===== config.mk =====
export PLATFORM = sky130hd
export DESIGN_NAME = led_fade_low_phase_config
export DESIGN_NICKNAME = d
export VERILOG_FILES = /design/src/rtl/led_fade_pkg.sv /design/src/rtl/fade_sequencer.sv /design/src/rtl/led_fade_low_phase_config.sv
export VERILOG_INCLUDE_DIRS = /design/src /design/src/rtl
export SDC_FILE = /design/constraint.sdc
export NUM_CORES = 1
export LEC_CHECK = 0
export BUFFER_PORTS_ARGS = -buffer_cell sky130_fd_sc_hd__buf_4
export CAP_MARGIN = 20
export CORE_ASPECT_RATIO = 0.9
export CORE_MARGIN = 8
export CORE_UTILIZATION = 51
export DETAILED_ROUTE_END_ITERATION = 6
export HOLD_SLACK_MARGIN = 0.1
export PLACE_DENSITY = 0.67
export SLEW_MARGIN = 20
export SYNTH_ARGS = -nofsm -noshare
export SYNTH_HDL_FRONTEND = slang
export SYNTH_SLANG_ARGS = --single-unit

===== constraint.sdc =====
create_clock -name core_clk_i -period 9.11 [get_ports core_clk_i]
set_input_delay 1.822 -clock core_clk_i [delete_from_list [all_inputs] [get_ports core_clk_i]]
set_output_delay 1.822 -clock core_clk_i [all_outputs]
set_load 0.005 [all_outputs]

===== src/rtl/led_fade_defs.svh =====
// Purpose: Offsets, field positions, reset values and timing counts of the LED fade block
// Assumes: 10 MHz core clock
// Notes: Definitions only
`ifndef LED_FADE_DEFS_SVH
`define LED_FADE_DEFS_SVH

// Register byte offsets on the configuration port
`define LOW_CFG_OUT0_OFS 8'h07
`define LOW_CFG_OUT1_3_OFS 8'h09
`define LOW_CFG_OUT4_6_OFS 8'h0b
`define LOW_CFG_OUT7_9_OFS 8'h0d
`define LOW_CFG_RESET 8'h00

// Field positions
`define RAMP_DOWN_SEL_HI 7
`define RAMP_DOWN_SEL_LO 6
`define LOW_BRIGHT_HI 5
`define LOW_BRIGHT_LO 3
`define REPEAT_BIT 2
`define HIGH_HOLD_BIT 1
`define LOW_HOLD_BIT 0

// Timing: one period step is 20 ms, split into 100 one-percent ticks
`define CLK_KHZ 10000
`define FADE_STEP_MS 20
`define FADE_STEP_CYCLES (`FADE_STEP_MS * `CLK_KHZ)
`define PCT_STEPS 100
`define PCT_TICK_CYCLES (`FADE_STEP_CYCLES / `PCT_STEPS)

`endif


===== src/rtl/led_fade_pkg.sv =====
// Purpose: Types shared by the LED fade files
// Assumes: Nothing beyond the defs header
// Notes: Percent levels run 0..100
package led_fade_pkg;

    typedef logic [6:0] pct_t;
    typedef logic [7:0] period_t;

    // Low-phase configuration register layout
    typedef struct packed {
        logic [1:0] ramp_down_period_sel;
        logic [2:0] low_bright;
        logic repeat_touch;
        logic high_hold_period_sel;
        logic low_hold_period_sel;
    } low_phase_cfg_s;

    // High-phase settings arriving from the ramp-up configuration logic
    typedef struct packed {
        logic [1:0] ramp_up_period_sel;
        logic [2:0] high_bright;
    } high_phase_cfg_s;

    // Sequencer states, Gray along the effect path
    typedef enum logic [2:0] {
        ST_IDLE = 3'h0,
        ST_UP = 3'h1,
        ST_HIGH = 3'h3,
        ST_DOWN = 3'h2,
        ST_LOW = 3'h6,
        ST_DONE = 3'h7
    } fade_state_e;

endpackage


===== src/rtl/fade_sequencer.sv =====
// Purpose: One group's fade sequence producing a brightness level in percent
// Assumes: pct_tick_i pulses once every hundredth of a 20 ms step
// Notes: Ramps move one percent every period-value ticks
`timescale 1ns/1ps
`include "led_fade_defs.svh"
module fade_sequencer
    import led_fade_pkg::*;
(
    input wire logic core_clk_i,
    input wire logic sys_rst_i,
    input wire logic pct_tick_i,
    input wire low_phase_cfg_s low_cfg_i,
    input wire high_phase_cfg_s high_cfg_i,
    input wire period_t [3:0] global_fade_period_i,
    input wire logic touch_i,
    output pct_t level_o
);

    fade_state_e state_q, state_d; // Effect phase
    pct_t level_q, level_d; // Present brightness
    logic [15:0] cnt_q, cnt_d; // Tick counter within a ramp step or hold
    logic touch_q, touch_d; // Last touch, for edge detection
    period_t cur_period; // Period value of the present phase
    pct_t target; // Level the present ramp heads to
    pct_t high_pct, low_pct;
    logic [15:0] limit; // Ticks this step or hold lasts

    // Low target code to percent
    always_comb
    begin
        unique case (low_cfg_i.low_bright)
            3'h0: low_pct = 7'h00;
            3'h1: low_pct = 7'h0a;
            3'h2: low_pct = 7'h14;
            3'h3: low_pct = 7'h1e;
            3'h4: low_pct = 7'h28;
            3'h5: low_pct = 7'h3c;
            3'h6: low_pct = 7'h50;
            3'h7: low_pct = 7'h64;
        endcase
    end

    // High target code to percent
    always_comb
    begin
        unique case (high_cfg_i.high_bright)
            3'h0: high_pct = 7'h64;
            3'h1: high_pct = 7'h5a;
            3'h2: high_pct = 7'h50;
            3'h3: high_pct = 7'h41;
            3'h4: high_pct = 7'h32;
            3'h5: high_pct = 7'h28;
            3'h6: high_pct = 7'h14;
            3'h7: high_pct = 7'h00;
        endcase
    end

    // Period of the present phase, and how long a step or hold lasts
    always_comb
    begin
        cur_period = 8'h00;
        target = 7'h00;
        unique case (state_q)
            ST_UP:
            begin
                cur_period = global_fade_period_i[high_cfg_i.ramp_up_period_sel];
                target = high_pct;
            end
            ST_HIGH: cur_period = global_fade_period_i[{1'b0, low_cfg_i.high_hold_period_sel}];
            ST_DOWN:
            begin
                cur_period = global_fade_period_i[low_cfg_i.ramp_down_period_sel];
                target = low_pct;
            end
            ST_LOW: cur_period = global_fade_period_i[{1'b0, low_cfg_i.low_hold_period_sel}];
            default: cur_period = 8'h00;
        endcase
        // Holds last period * 20 ms; ramp steps last period ticks per percent
        if (state_q == ST_HIGH || state_q == ST_LOW)
            limit = 16'(cur_period) * 16'(`PCT_STEPS);
        else
            limit = {8'h00, cur_period};
    end

    // Next state of the sequencer
    always_comb
    begin
        state_d = state_q;
        level_d = level_q;
        cnt_d = cnt_q;
        touch_d = touch_i;
        unique case (state_q)
            ST_IDLE:
            begin
                level_d = 7'h00;
                cnt_d = 16'h0000;
                if (touch_i && !touch_q)
                    state_d = ST_UP;
            end
            ST_UP, ST_DOWN:
            begin
                // Zero period jumps straight to the target
                if (level_q == target)
                begin
                    cnt_d = 16'h0000;
                    state_d = (state_q == ST_UP) ? ST_HIGH : ST_LOW;
                end
                else if (cur_period == 8'h00)
                    level_d = target;
                else if (pct_tick_i)
                begin
                    if (cnt_q + 16'h0001 >= limit)
                    begin
                        cnt_d = 16'h0000;
                        level_d = (level_q < target) ? level_q + 7'h01 : level_q - 7'h01;
                    end
                    else
                        cnt_d = cnt_q + 16'h0001;
                end
            end
            ST_HIGH, ST_LOW:
            begin
                if (cnt_q >= limit)
                begin
                    cnt_d = 16'h0000;
                    if (state_q == ST_HIGH)
                        state_d = ST_DOWN;
                    else if (low_cfg_i.repeat_touch && touch_i)
                        state_d = ST_UP;
                    else
                        state_d = ST_DONE;
                end
                else if (pct_tick_i)
                    cnt_d = cnt_q + 16'h0001;
            end
            ST_DONE:
            begin
                // Keep the low level until the button is let go
                if (!touch_i)
                    state_d = ST_IDLE;
            end
            default: state_d = ST_IDLE; // Illegal codes recover to idle
        endcase
    end

    // Register the sequencer state
    always_ff @(posedge core_clk_i)
    begin
        if (sys_rst_i)
        begin
            state_q <= ST_IDLE;
            level_q <= 7'h00;
            cnt_q <= 16'h0000;
            touch_q <= 1'b0;
        end
        else
        begin
            state_q <= state_d;
            level_q <= level_d;
            cnt_q <= cnt_d;
            touch_q <= touch_d;
        end
    end

    assign level_o = level_q;

endmodule


===== src/rtl/led_fade_low_phase_config.sv =====
// Purpose: Low-phase fade registers and PWM drive of ten active-low outputs
// Assumes: Touch and configuration inputs come from logic on core_clk_i
// Notes: Read data appears one cycle after the read strobe
`timescale 1ns/1ps
`include "led_fade_defs.svh"

// Register map, one byte per output group:
//   07 serves output 0 only
//   09 serves outputs 1 to 3
//   0b serves outputs 4 to 6
//   0d serves outputs 7 to 9
// Each byte holds the ramp-down period select, the low target code, the
// repeat-while-touched bit, the high hold select and the low hold select.
// Any other address reads as zero and ignores writes.
// Reset clears every byte, which selects the first period for ramp-down and both holds,
// a low target of zero and no repeat.
//
// Brightness is shown by a 100-phase PWM shared by all outputs. At 10 MHz
// each output repeats its pattern at 100 kHz, far above what an eye sees,
// and one shared counter is cheaper than one per group.
// The effect timing runs from a slow percent tick, so the sequencers
// need only narrow counters; the tick period is a parameter so that a
// bench can shorten every duration by the same factor.
module led_fade_low_phase_config
    import led_fade_pkg::*;
#(
    parameter int PCT_TICK_CYCLES = `PCT_TICK_CYCLES, // Clocks per one percent tick
    parameter int NUM_GROUPS = 4 // Output groups, one register each
)
(
    // Clock and synchronous reset
    input wire logic core_clk_i,
    input wire logic sys_rst_i,
    // Register port: one-cycle strobes, address decoded on the strobe edge
    input wire logic [7:0] reg_addr_i,
    input wire logic [7:0] reg_wdata_i,
    input wire logic reg_wr_i,
    input wire logic reg_rd_i,
    output logic [7:0] reg_rdata_o,
    // Shared period values and ramp-up settings kept by neighbouring registers
    input wire period_t [3:0] global_fade_period_i,
    input wire high_phase_cfg_s [3:0] high_cfg_i,
    // Touch level per group and the LED drive, low to light
    input wire logic [3:0] group_touch_i,
    output logic [9:0] general_output_n_o
);

    // No synchroniser here: touch and configuration come from core_clk_i logic

    // Register state
    low_phase_cfg_s [NUM_GROUPS-1:0] cfg_q, cfg_d; // Low-phase registers per group
    logic [7:0] rdata_q, rdata_d; // Registered read answer

    // Timing state
    logic [15:0] div_q, div_d; // Percent tick divider
    logic tick_q, tick_d; // One-cycle percent tick
    logic [6:0] pwm_q, pwm_d; // PWM phase 0..99

    // Output state
    logic [9:0] out_n_q, out_n_d; // Active-low output drive
    pct_t [NUM_GROUPS-1:0] level; // Brightness per group, from the sequencers

    // Group that drives each output
    // Output 0 stands alone; the other nine fall into groups of three
    function automatic logic [1:0] group_of(input int idx);
        if (idx == 0)
        begin
            return 2'h0;
        end
        else
        begin
            return 2'((idx - 1) / 3 + 1);
        end
    endfunction

    // Register index for an address; a miss leaves the hit bit low
    // Bit 2 flags a hit and bits 1:0 name the group, so that one decode
    // serves both the write and the read path
    function automatic logic [2:0] decode(input logic [7:0] addr);
        unique case (addr)
            `LOW_CFG_OUT0_OFS: return 3'h4; // Output 0
            `LOW_CFG_OUT1_3_OFS: return 3'h5; // Outputs 1 to 3
            `LOW_CFG_OUT4_6_OFS: return 3'h6; // Outputs 4 to 6
            `LOW_CFG_OUT7_9_OFS: return 3'h7; // Outputs 7 to 9
            default: return 3'h0; // Unmapped
        endcase
    endfunction

    // Register writes and reads
    // A read and a write in one cycle return the old byte, since the
    // answer is taken from the registered copy and not from cfg_d
    always_comb
    begin
        logic [2:0] sel; // Hit flag and group index
        sel = decode(reg_addr_i);
        // Hold everything unless a strobe says otherwise
        cfg_d = cfg_q;
        rdata_d = rdata_q;
        // A write to a mapped byte replaces all of its fields at once
        if (reg_wr_i && sel[2])
        begin
            cfg_d[sel[1:0]] = low_phase_cfg_s'(reg_wdata_i);
        end
        // A read refreshes the answer, which then stands until the next read
        if (reg_rd_i)
        begin
            if (sel[2])
            begin
                rdata_d = 8'(cfg_q[sel[1:0]]);
            end
            else
            begin
                // Unmapped addresses answer zero
                rdata_d = 8'h00;
            end
        end
    end

    // Percent tick divider and PWM phase counter
    // The tick is a one-cycle enable, not a second clock, so every
    // sequencer stays in the core clock domain
    // Limitation: the divider is 16 bits wide, so PCT_TICK_CYCLES must
    // stay at or below 65536
    always_comb
    begin
        tick_d = 1'b0;
        div_d = div_q + 16'h0001;
        if (div_q == 16'(PCT_TICK_CYCLES - 1))
        begin
            // Wrap and fire one tick
            div_d = 16'h0000;
            tick_d = 1'b1;
        end
        // The PWM phase walks 0..99 and wraps, one phase per clock
        if (pwm_q == 7'(`PCT_STEPS - 1))
        begin
            pwm_d = 7'h00;
        end
        else
        begin
            pwm_d = pwm_q + 7'h01;
        end
    end

    // Each output lights while the PWM phase is below its group's level
    // A level of 0 never lights and a level of 100 lights on every phase
    // The drive is registered, so the LEDs lag the level by one clock,
    // far too little for anyone to see
    always_comb
    begin
        for (int i = 0; i < 10; i++)
        begin
            out_n_d[i] = !(pwm_q < level[group_of(i)]);
        end
    end

    // Register the configuration bytes and the read answer
    always_ff @(posedge core_clk_i)
    begin
        if (sys_rst_i)
        begin
            cfg_q <= {NUM_GROUPS{`LOW_CFG_RESET}};
            rdata_q <= 8'h00;
        end
        else
        begin
            cfg_q <= cfg_d;
            rdata_q <= rdata_d;
        end
    end

    // Register the tick divider and the PWM phase
    // Both restart from zero after reset so every group starts in step
    always_ff @(posedge core_clk_i)
    begin
        if (sys_rst_i)
        begin
            div_q <= 16'h0000;
            tick_q <= 1'b0;
            pwm_q <= 7'h00;
        end
        else
        begin
            div_q <= div_d;
            tick_q <= tick_d;
            pwm_q <= pwm_d;
        end
    end

    // Register the LED drive
    // All LEDs stay dark while reset is held
    always_ff @(posedge core_clk_i)
    begin
        if (sys_rst_i)
        begin
            out_n_q <= 10'h3ff;
        end
        else
        begin
            out_n_q <= out_n_d;
        end
    end

    // One sequencer per output group
    // All groups share the tick and the period values; only the low-phase
    // byte, the ramp-up settings and the touch level differ
    // Their levels are read only through the PWM compare above
    for (genvar g = 0; g < NUM_GROUPS; g++)
    begin : g_seq
        fade_sequencer u_seq (
            .core_clk_i(core_clk_i),
            .sys_rst_i(sys_rst_i),
            .pct_tick_i(tick_q),
            .low_cfg_i(cfg_q[g]),
            .high_cfg_i(high_cfg_i[g]),
            .global_fade_period_i(global_fade_period_i),
            .touch_i(group_touch_i[g]),
            .level_o(level[g])
        );
    end

    // Both outputs come straight from flip-flops
    assign reg_rdata_o = rdata_q;
    assign general_output_n_o = out_n_q;

endmodule


=== Yosys cells after proc, flatten, opt, wreduce, memory -nomap -nowiden ===
Memories as Yosys holds them, arrays and structs flattened. A register that Yosys moved wholly into a read port is not among the register bits.
Index checks and enable logic that the tools add are counted.

* Eq/ne operators: 70
* Magnitude comparators: 34
* $add $sub $neg: 14
* $mul: 4
* Reductions and logical operators: 60
* Mux-type cells: 144

{| class="wikitable"
|+ Operators with widths
! kind !! number
|-
| 16-bit two-way mux || 24
|-
| 8-bit two-way mux || 27
|-
| 16-bit one-hot mux with 3 select lines || 4
|-
| 8-bit binary-select mux with 2-bit select || 9
|-
| 7-bit two-way mux || 20
|-
| 16-bit by 15-bit >= comparator with 1-bit output || 8
|-
| 8-bit one-hot mux with 4 select lines || 4
|-
| 7-bit one-hot mux with 2 select lines || 8
|-
| 3-bit two-way mux || 36
|-
| 16-bit by 1-bit adder with 16-bit output, second input constant || 5
|-
| 15-bit two-way mux || 4
|-
| 3-bit one-hot mux with 4 select lines || 5
|-
| 7-bit less-than comparator || 8
|-
| 8-bit by 5-bit multiplier with 13-bit output, second input constant || 4
|-
| 3-bit by 2-bit inequality test with 1-bit output, second input constant || 16
|-
| 4-bit AND reduction || 12
|-
| 7-bit by 1-bit adder with 7-bit output, second input constant || 5
|-
| 32-bit bitwise mux || 1
|-
| 8-bit logical NOT || 4
|-
| 7-bit == test || 4
|-
| 7-bit by 1-bit subtractor with 7-bit output, second input constant || 4
|-
| 2-bit by 3-bit less-than comparator with 1-bit output, second input constant || 9
|-
| 3-bit by 2-bit == test with 1-bit output, second input constant || 8
|-
| 3-bit == test, second input constant || 8
|-
| other kinds (19) || 89
|}

* Bits of input ports: 76
* Register bits after elaboration: 180
* Memories kept: 8
* Bits in read-only memories: 416
* Word-level logic and storage cells: 375

{| class="wikitable"
|+ Memories
! name !! words !! width !! rd ports !! clocked after memory_dff !! write ports !! RTL line !! source
|-
| (no name shown) || 8 || 7 || 1 || 0 || 0 || fade_sequencer.sv:46 || <nowiki>unique case (high_cfg_i.high_bright)</nowiki>
|-
| (no name shown) || 8 || 7 || 1 || 0 || 0 || fade_sequencer.sv:46 ||
|-
| (no name shown) || 8 || 7 || 1 || 0 || 0 || fade_sequencer.sv:46 ||
|-
| (no name shown) || 8 || 7 || 1 || 0 || 0 || fade_sequencer.sv:46 ||
|-
| (no name shown) || 8 || 6 || 1 || 1 || 0 || fade_sequencer.sv:31 || <nowiki>unique case (low_cfg_i.low_bright)</nowiki>
|-
| (no name shown) || 8 || 6 || 1 || 1 || 0 || fade_sequencer.sv:31 ||
|-
| 2 more memories || - || - || - || - || - || - ||
|}

=== Longest topological paths before layout ===
* Word-level depth: 11
* Mapped depth: 29
* Mapped depth without buffers: 25

=== Cells and area by module ===
From an unflattened synthesis, not the netlist that was laid out.

* Cells, all modules: 2278
* Area, all modules: 20483.4 sq um

{| class="wikitable"
|+ Modules (own cells, without submodules)
! module !! area an instance (sq um) !! instances !! cells an instance !! sequential area each (sq um)
|-
| fade_sequencer at g_seq[2].u_seq || 4327.9 || 1 || 489 || 540.5
|-
| fade_sequencer at g_seq[3].u_seq || 4281.6 || 1 || 483 || 540.5
|-
| fade_sequencer at g_seq[1].u_seq || 4250.3 || 1 || 465 || 540.5
|-
| fade_sequencer at g_seq[0].u_seq || 4197.8 || 1 || 473 || 540.5
|-
| led_fade_low_phase_config || 3425.8 || 1 || 368 || 1361.3
|}

=== Least setup slack after synthesis ===
Ideal clock, no wire load.

* Path type: input to register
* From: input port high_cfg_i[18] (netlist name)
* To: register g_seq[3].u_seq.cnt_q[12]
* Stages on the path: 24
* Arrival time: 7.370 ns
* Path buffers: 2
* Data required time: 8.993 ns
* Setup slack: 1.622 ns
* Path through: buf_1 mux4_2 a22o_1 a221o_1 inv_1 ha_1 ha_1 fa_1 ha_1 nor2b_1 o21ai_0 a21boi_0 o21ai_0 nor2b_1 xnor2_1 nand2_1 ha_1 nand4b_1 or3_1 and3_1 o211ai_1 o22ai_1 clkbuf_1 a32o_1

* Word-level cells in the longest chain between the ends: 11

{| class="wikitable"
|+ RTL lines
! element !! RTL line !! source
|-
| start: declaration || led_fade_low_phase_config.sv:42 || <nowiki>input wire high_phase_cfg_s [3:0] high_cfg_i,</nowiki>
|-
| 8-bit binary-select mux with 2-bit select * || fade_sequencer.sv:66 || <nowiki>cur_period = global_fade_period_i[high_cfg_i.ramp_up_period_sel];</nowiki>
|-
| 8-bit two-way mux (implied by the code) * || fade_sequencer.sv:66 ||
|-
| 8-bit one-hot mux with 4 select lines * || fade_sequencer.sv:63 || <nowiki>unique case (state_q)</nowiki>
|-
| 8-bit by 5-bit multiplier with 13-bit output || fade_sequencer.sv:80 || <nowiki>limit = 16'(cur_period) * 16'(`PCT_STEPS);</nowiki>
|-
| 15-bit two-way mux || fade_sequencer.sv:79 || <nowiki>if (state_q == ST_HIGH || state_q == ST_LOW)</nowiki>
|-
| 16-bit by 15-bit >= comparator with 1-bit output || fade_sequencer.sv:112 || <nowiki>if (cnt_q + 16'h0001 >= limit)</nowiki>
|-
| 16-bit two-way mux || fade_sequencer.sv:112 ||
|-
| 16-bit two-way mux || fade_sequencer.sv:110 || <nowiki>else if (pct_tick_i)</nowiki>
|-
| 16-bit two-way mux || fade_sequencer.sv:108 || <nowiki>else if (cur_period == 8'h00)</nowiki>
|-
| 16-bit two-way mux || fade_sequencer.sv:103 || <nowiki>if (level_q == target)</nowiki>
|-
| 16-bit one-hot mux with 3 select lines || fade_sequencer.sv:92 || <nowiki>unique case (state_q)</nowiki>
|-
| end signal: assignment || fade_sequencer.sv:160 || <nowiki>cnt_q <= cnt_d;</nowiki>
|-
| end: declaration || fade_sequencer.sv:21 || <nowiki>logic [15:0] cnt_q, cnt_d;</nowiki>
|}

Mark *: on every way between the ends. The rest lies on a longest branch, timed or not. The select of a mux whose other input is x is not followed.
A chain may end at the register's enable or synchronous reset.

=== Worst setup path in the final report ===
* From: input port high_cfg_i[18] (netlist name)
* To: register g_seq[3].u_seq.cnt_q[15]

Same word-level chain as after synthesis.

==> impl_metrics.tcl <==
set metrics [dict create \
    status "finished clean" \
    drv_slew 0 \
    syn-cell-area_um2 20600 \
    hold_path.startpoint "div_q[0]$_SDFF_PP0_" \
    route.vias.total 18070 \
    cp.required_ps 9460 \
    post_cts_buffers 0 \
    grt_max_degree 65 \
    period_share 0.8706 \
    ys.flop_type "dfxtp_1" \
    synth_cell_types 97 \
    die-height_um 206.7 \
    clock_latency_ps 460 \
    crit_start "high_cfg_i[18]" \
    setup-violations-final 0 \
    drive_gt1_frac 0.1030 \
    synth_area_leaders "ha_1 (21%), dfxtp_1 (19%), mux4_2 (7.0%)" \
    dieArea_um2 47100 \
    cts_max_level 4 \
    total_leakage_power_uw 0.009633 \
    ys_seq_area_frac 0.1943 \
    final-instance-count-excl-fill 2902 \
    crit_path_start_kind "input port" \
    worstMarginPinSlew_ps 1042 \
    ys_warn_count 0 \
    root_buffer "clkbuf_16" \
    port_buffers 93 \
    dp_cells 2867 \
    netlist_instances 2351 \
    cts-hold-fix-buffers 0 \
    pwr_density_cell_nw_per_um2 269.2 \
    vdd_drop_max_mv 0.1727 \
    synth-edff-count 0 \
    syn_to_final_growth_pct 7.731 \
    final_antenna_net_count 0 \
    cts_buffer_depth 2 \
    first_global_vias 17500 \
    hold_ws_ps 474.3 \
    tritoncts "built" \
    min_path_type "flop to flop" \
    syn_avg_cell_area_um2 8.764 \
    clk_pin_slew_ps 80 \
    coreArea_um2 40200 \
    min_period_ps 7931 \
    grt-ovfl-total 0 \
    gp_congestion 0.9066 \
    regToRegStartpoint "g_seq[1].u_seq.state_q[0]$_SDFFE_PP0P_" \
    cts_resized 0 \
    yosys.area.top_type "ha_1" \
    tns_ps 0 \
    synthArstFlopShare 0 \
    fmax_ghz 0.1261 \
    ys_ff_latch 200 \
    core.rowCount 70 \
    drt_iter0_markers 1312 \
    skew_ps 15.13 \
    wl_per_cell_um 19.43 \
    cap_viol_max_count 0 \
    detailed_place_hpwl_um 44070 \
    numCtsBuffers 17 \
    path_class "input port to flop" \
    yosys.area.top_type_share 0.2101 \
    grt_pass1_wl_um 91430 \
    antenna_found_initial 3 \
    drc_errors 0 \
    start_util 0.5125 \
    slew-limit-headroom 0.2978 \
    wl_um 56380 \
    hold_viol_final 0 \
    rsz0062_at_grt "false" \
    end_kind "flop" \
    track_usage 0.2342 \
    viasPerCell 6.227 \
    die_x_um 227.9 \
    critPathMaxFanout 14 \
    syn-num-nets 2789 \
    ios 94 \
    drt_first_pass_iters 6 \
    finalNetCount 2784 \
    cts_sinks 200 \
    cp_data_arrival_time_ps 8290 \
]
==> state kept, by name, indices dropped and copies added (netlist names) <==
signal / count
g_seq.u_seq.low_pct: 24
g_seq.u_seq.cnt_q: 64
general_output_n_o: 4
pwm_q: 7
g_seq.u_seq.touch_q: 4
g_seq.u_seq.level_o: 28
cfg_q: 32
reg_rdata_o: 8
div_q: 16
g_seq.u_seq.state_q: 12
tick_q: 1
==> synth_stat cells (7+ instances only) <==
cell type / instances
ha_1: 346
dfxtp_1: 200
nor2_1: 175
inv_1: 151
nand2_1: 148
a21oi_1: 139
o21ai_0: 84
clkbuf_1: 81
mux2i_1: 76
nand3_1: 70
xnor2_1: 70
mux4_2: 64
a22o_1: 55
nor3_1: 52
xor2_1: 48
a221o_1: 42
a21o_1: 39
nand2b_1: 37
nand4_1: 33
nor2b_1: 24
a211oi_1: 19
and3_1: 19
buf_1: 19
buf_2: 19
o211ai_1: 19
and2_1: 18
a22oi_1: 16
fa_1: 16
o31ai_1: 15
or3_1: 15
a32o_1: 13
o22ai_1: 13
a21boi_0: 12
nor4_1: 12
a2111oi_0: 11
nand3b_1: 11
o21a_1: 10
o221ai_1: 10
or2_2: 10
nor3b_1: 9
a31oi_1: 8
and4_1: 7
==> metrics by stage <==
stage | util | instance area [um^2] | total power, uW | setup slack, ps
2_1_floorplan | - | 20600 | 4170 | 1622
3_3_place_gp | 0.5353 | 21520 | 4977 | 853.6
3_5_place_dp | 0.5355 | 21530 | 5082 | 736.6
4_1_cts | 0.5514 | 22170 | 5955 | 1201
5_1_grt | 0.5521 | 22200 | 6556 | 572.3
6_report | 0.5521 | 22200 | 5974 | 1179
==> critical path, stage by stage <==
cell and delay [ps]:
buf_4 180, mux4_2 510, a22o_1 190, a221o_1 360, inv_1 100, ha_1 230, ha_1 310, fa_1 460
ha_1 350, a21oi_1 210, nand2b_1 130, a21boi_0 110, o41a_1 330, xor2_1 140, nand2_1 100, ha_1 350
a21o_1 160, a211oi_1 210, and3_1 180, o211ai_1 220, o22ai_1 860, nand2_1 430, o41ai_1 330
==> power breakdown <==
part	switching [uW]	internal, uW
clock	395	447
combinational	2360	1700
sequential	130	936
==> placed cells by master (no fill, tap or decap), types with 16 or more instances in the layout <==
cell / synthesis / final
ha_1: 346 / 346
dfxtp_1: 200 / 200
nor2_1: 175 / 174
inv_1: 151 / 151
nand2_1: 148 / 148
a21oi_1: 139 / 139
buf_4: 6 / 103
o21ai_0: 84 / 84
mux2i_1: 76 / 76
nand3_1: 70 / 70
xnor2_1: 70 / 70
mux4_2: 64 / 64
a22o_1: 55 / 55
nor3_1: 52 / 52
xor2_1: 48 / 48
a221o_1: 42 / 42
a21o_1: 39 / 39
nand2b_1: 37 / 37
nand4_1: 33 / 33
nor2b_1: 24 / 24
and3_1: 19 / 19
a211oi_1: 19 / 19
o211ai_1: 19 / 19
and2_1: 18 / 18
clkbuf_16: 0 / 17
a22oi_1: 16 / 16
fa_1: 16 / 16
==> worst paths after layout <==
kind         cells after the start                               endpoint  slack [ps]
min                              1                    div_q[0]$_SDFF_PP0_         470
min reg2reg                      1                    div_q[0]$_SDFF_PP0_         470
max                             23  g_seq[3].u_seq.cnt_q[15]$_SDFFE_PP0P_        1180
max reg2reg                     24  g_seq[1].u_seq.cnt_q[10]$_SDFFE_PP0P_        1630
==> area by class of cell <==
cell class | count | area [um^2]
Multi-Input combinational cell | 1873 | 15530
Timing Repair Buffer | 103 | 773.2
Antenna cell | 3 | 7.507
Tap cell | 540 | 675.6
Fill cell | 3648 | 18000
Sequential cell | 200 | 4004
Clock inverter | 14 | 212.7
Clock buffer | 18 | 429.2
Inverter | 151 | 566.8
==> kinds of logic after synthesis <==
group,count (synthesis),share of synthesized area
simple gates,669,0.1632
compound gates,577,0.2014
fa+ha+maj,362,0.2257
buf+inv,278,0.05332
flops,200,0.1943
mux,145,0.1097
xor+xnor,120,0.05235
==> layer usage <==
layer	global-route usage	vias to the layer above	routed length, um
li1	-	8737	-
met1	0.3348	8640	27130
met2	0.3598	624	24010
met3	0.03989	71	4022
met4	0.06755	0	1222
met5	0	-	0
Power figures use the tool's default switching activity.
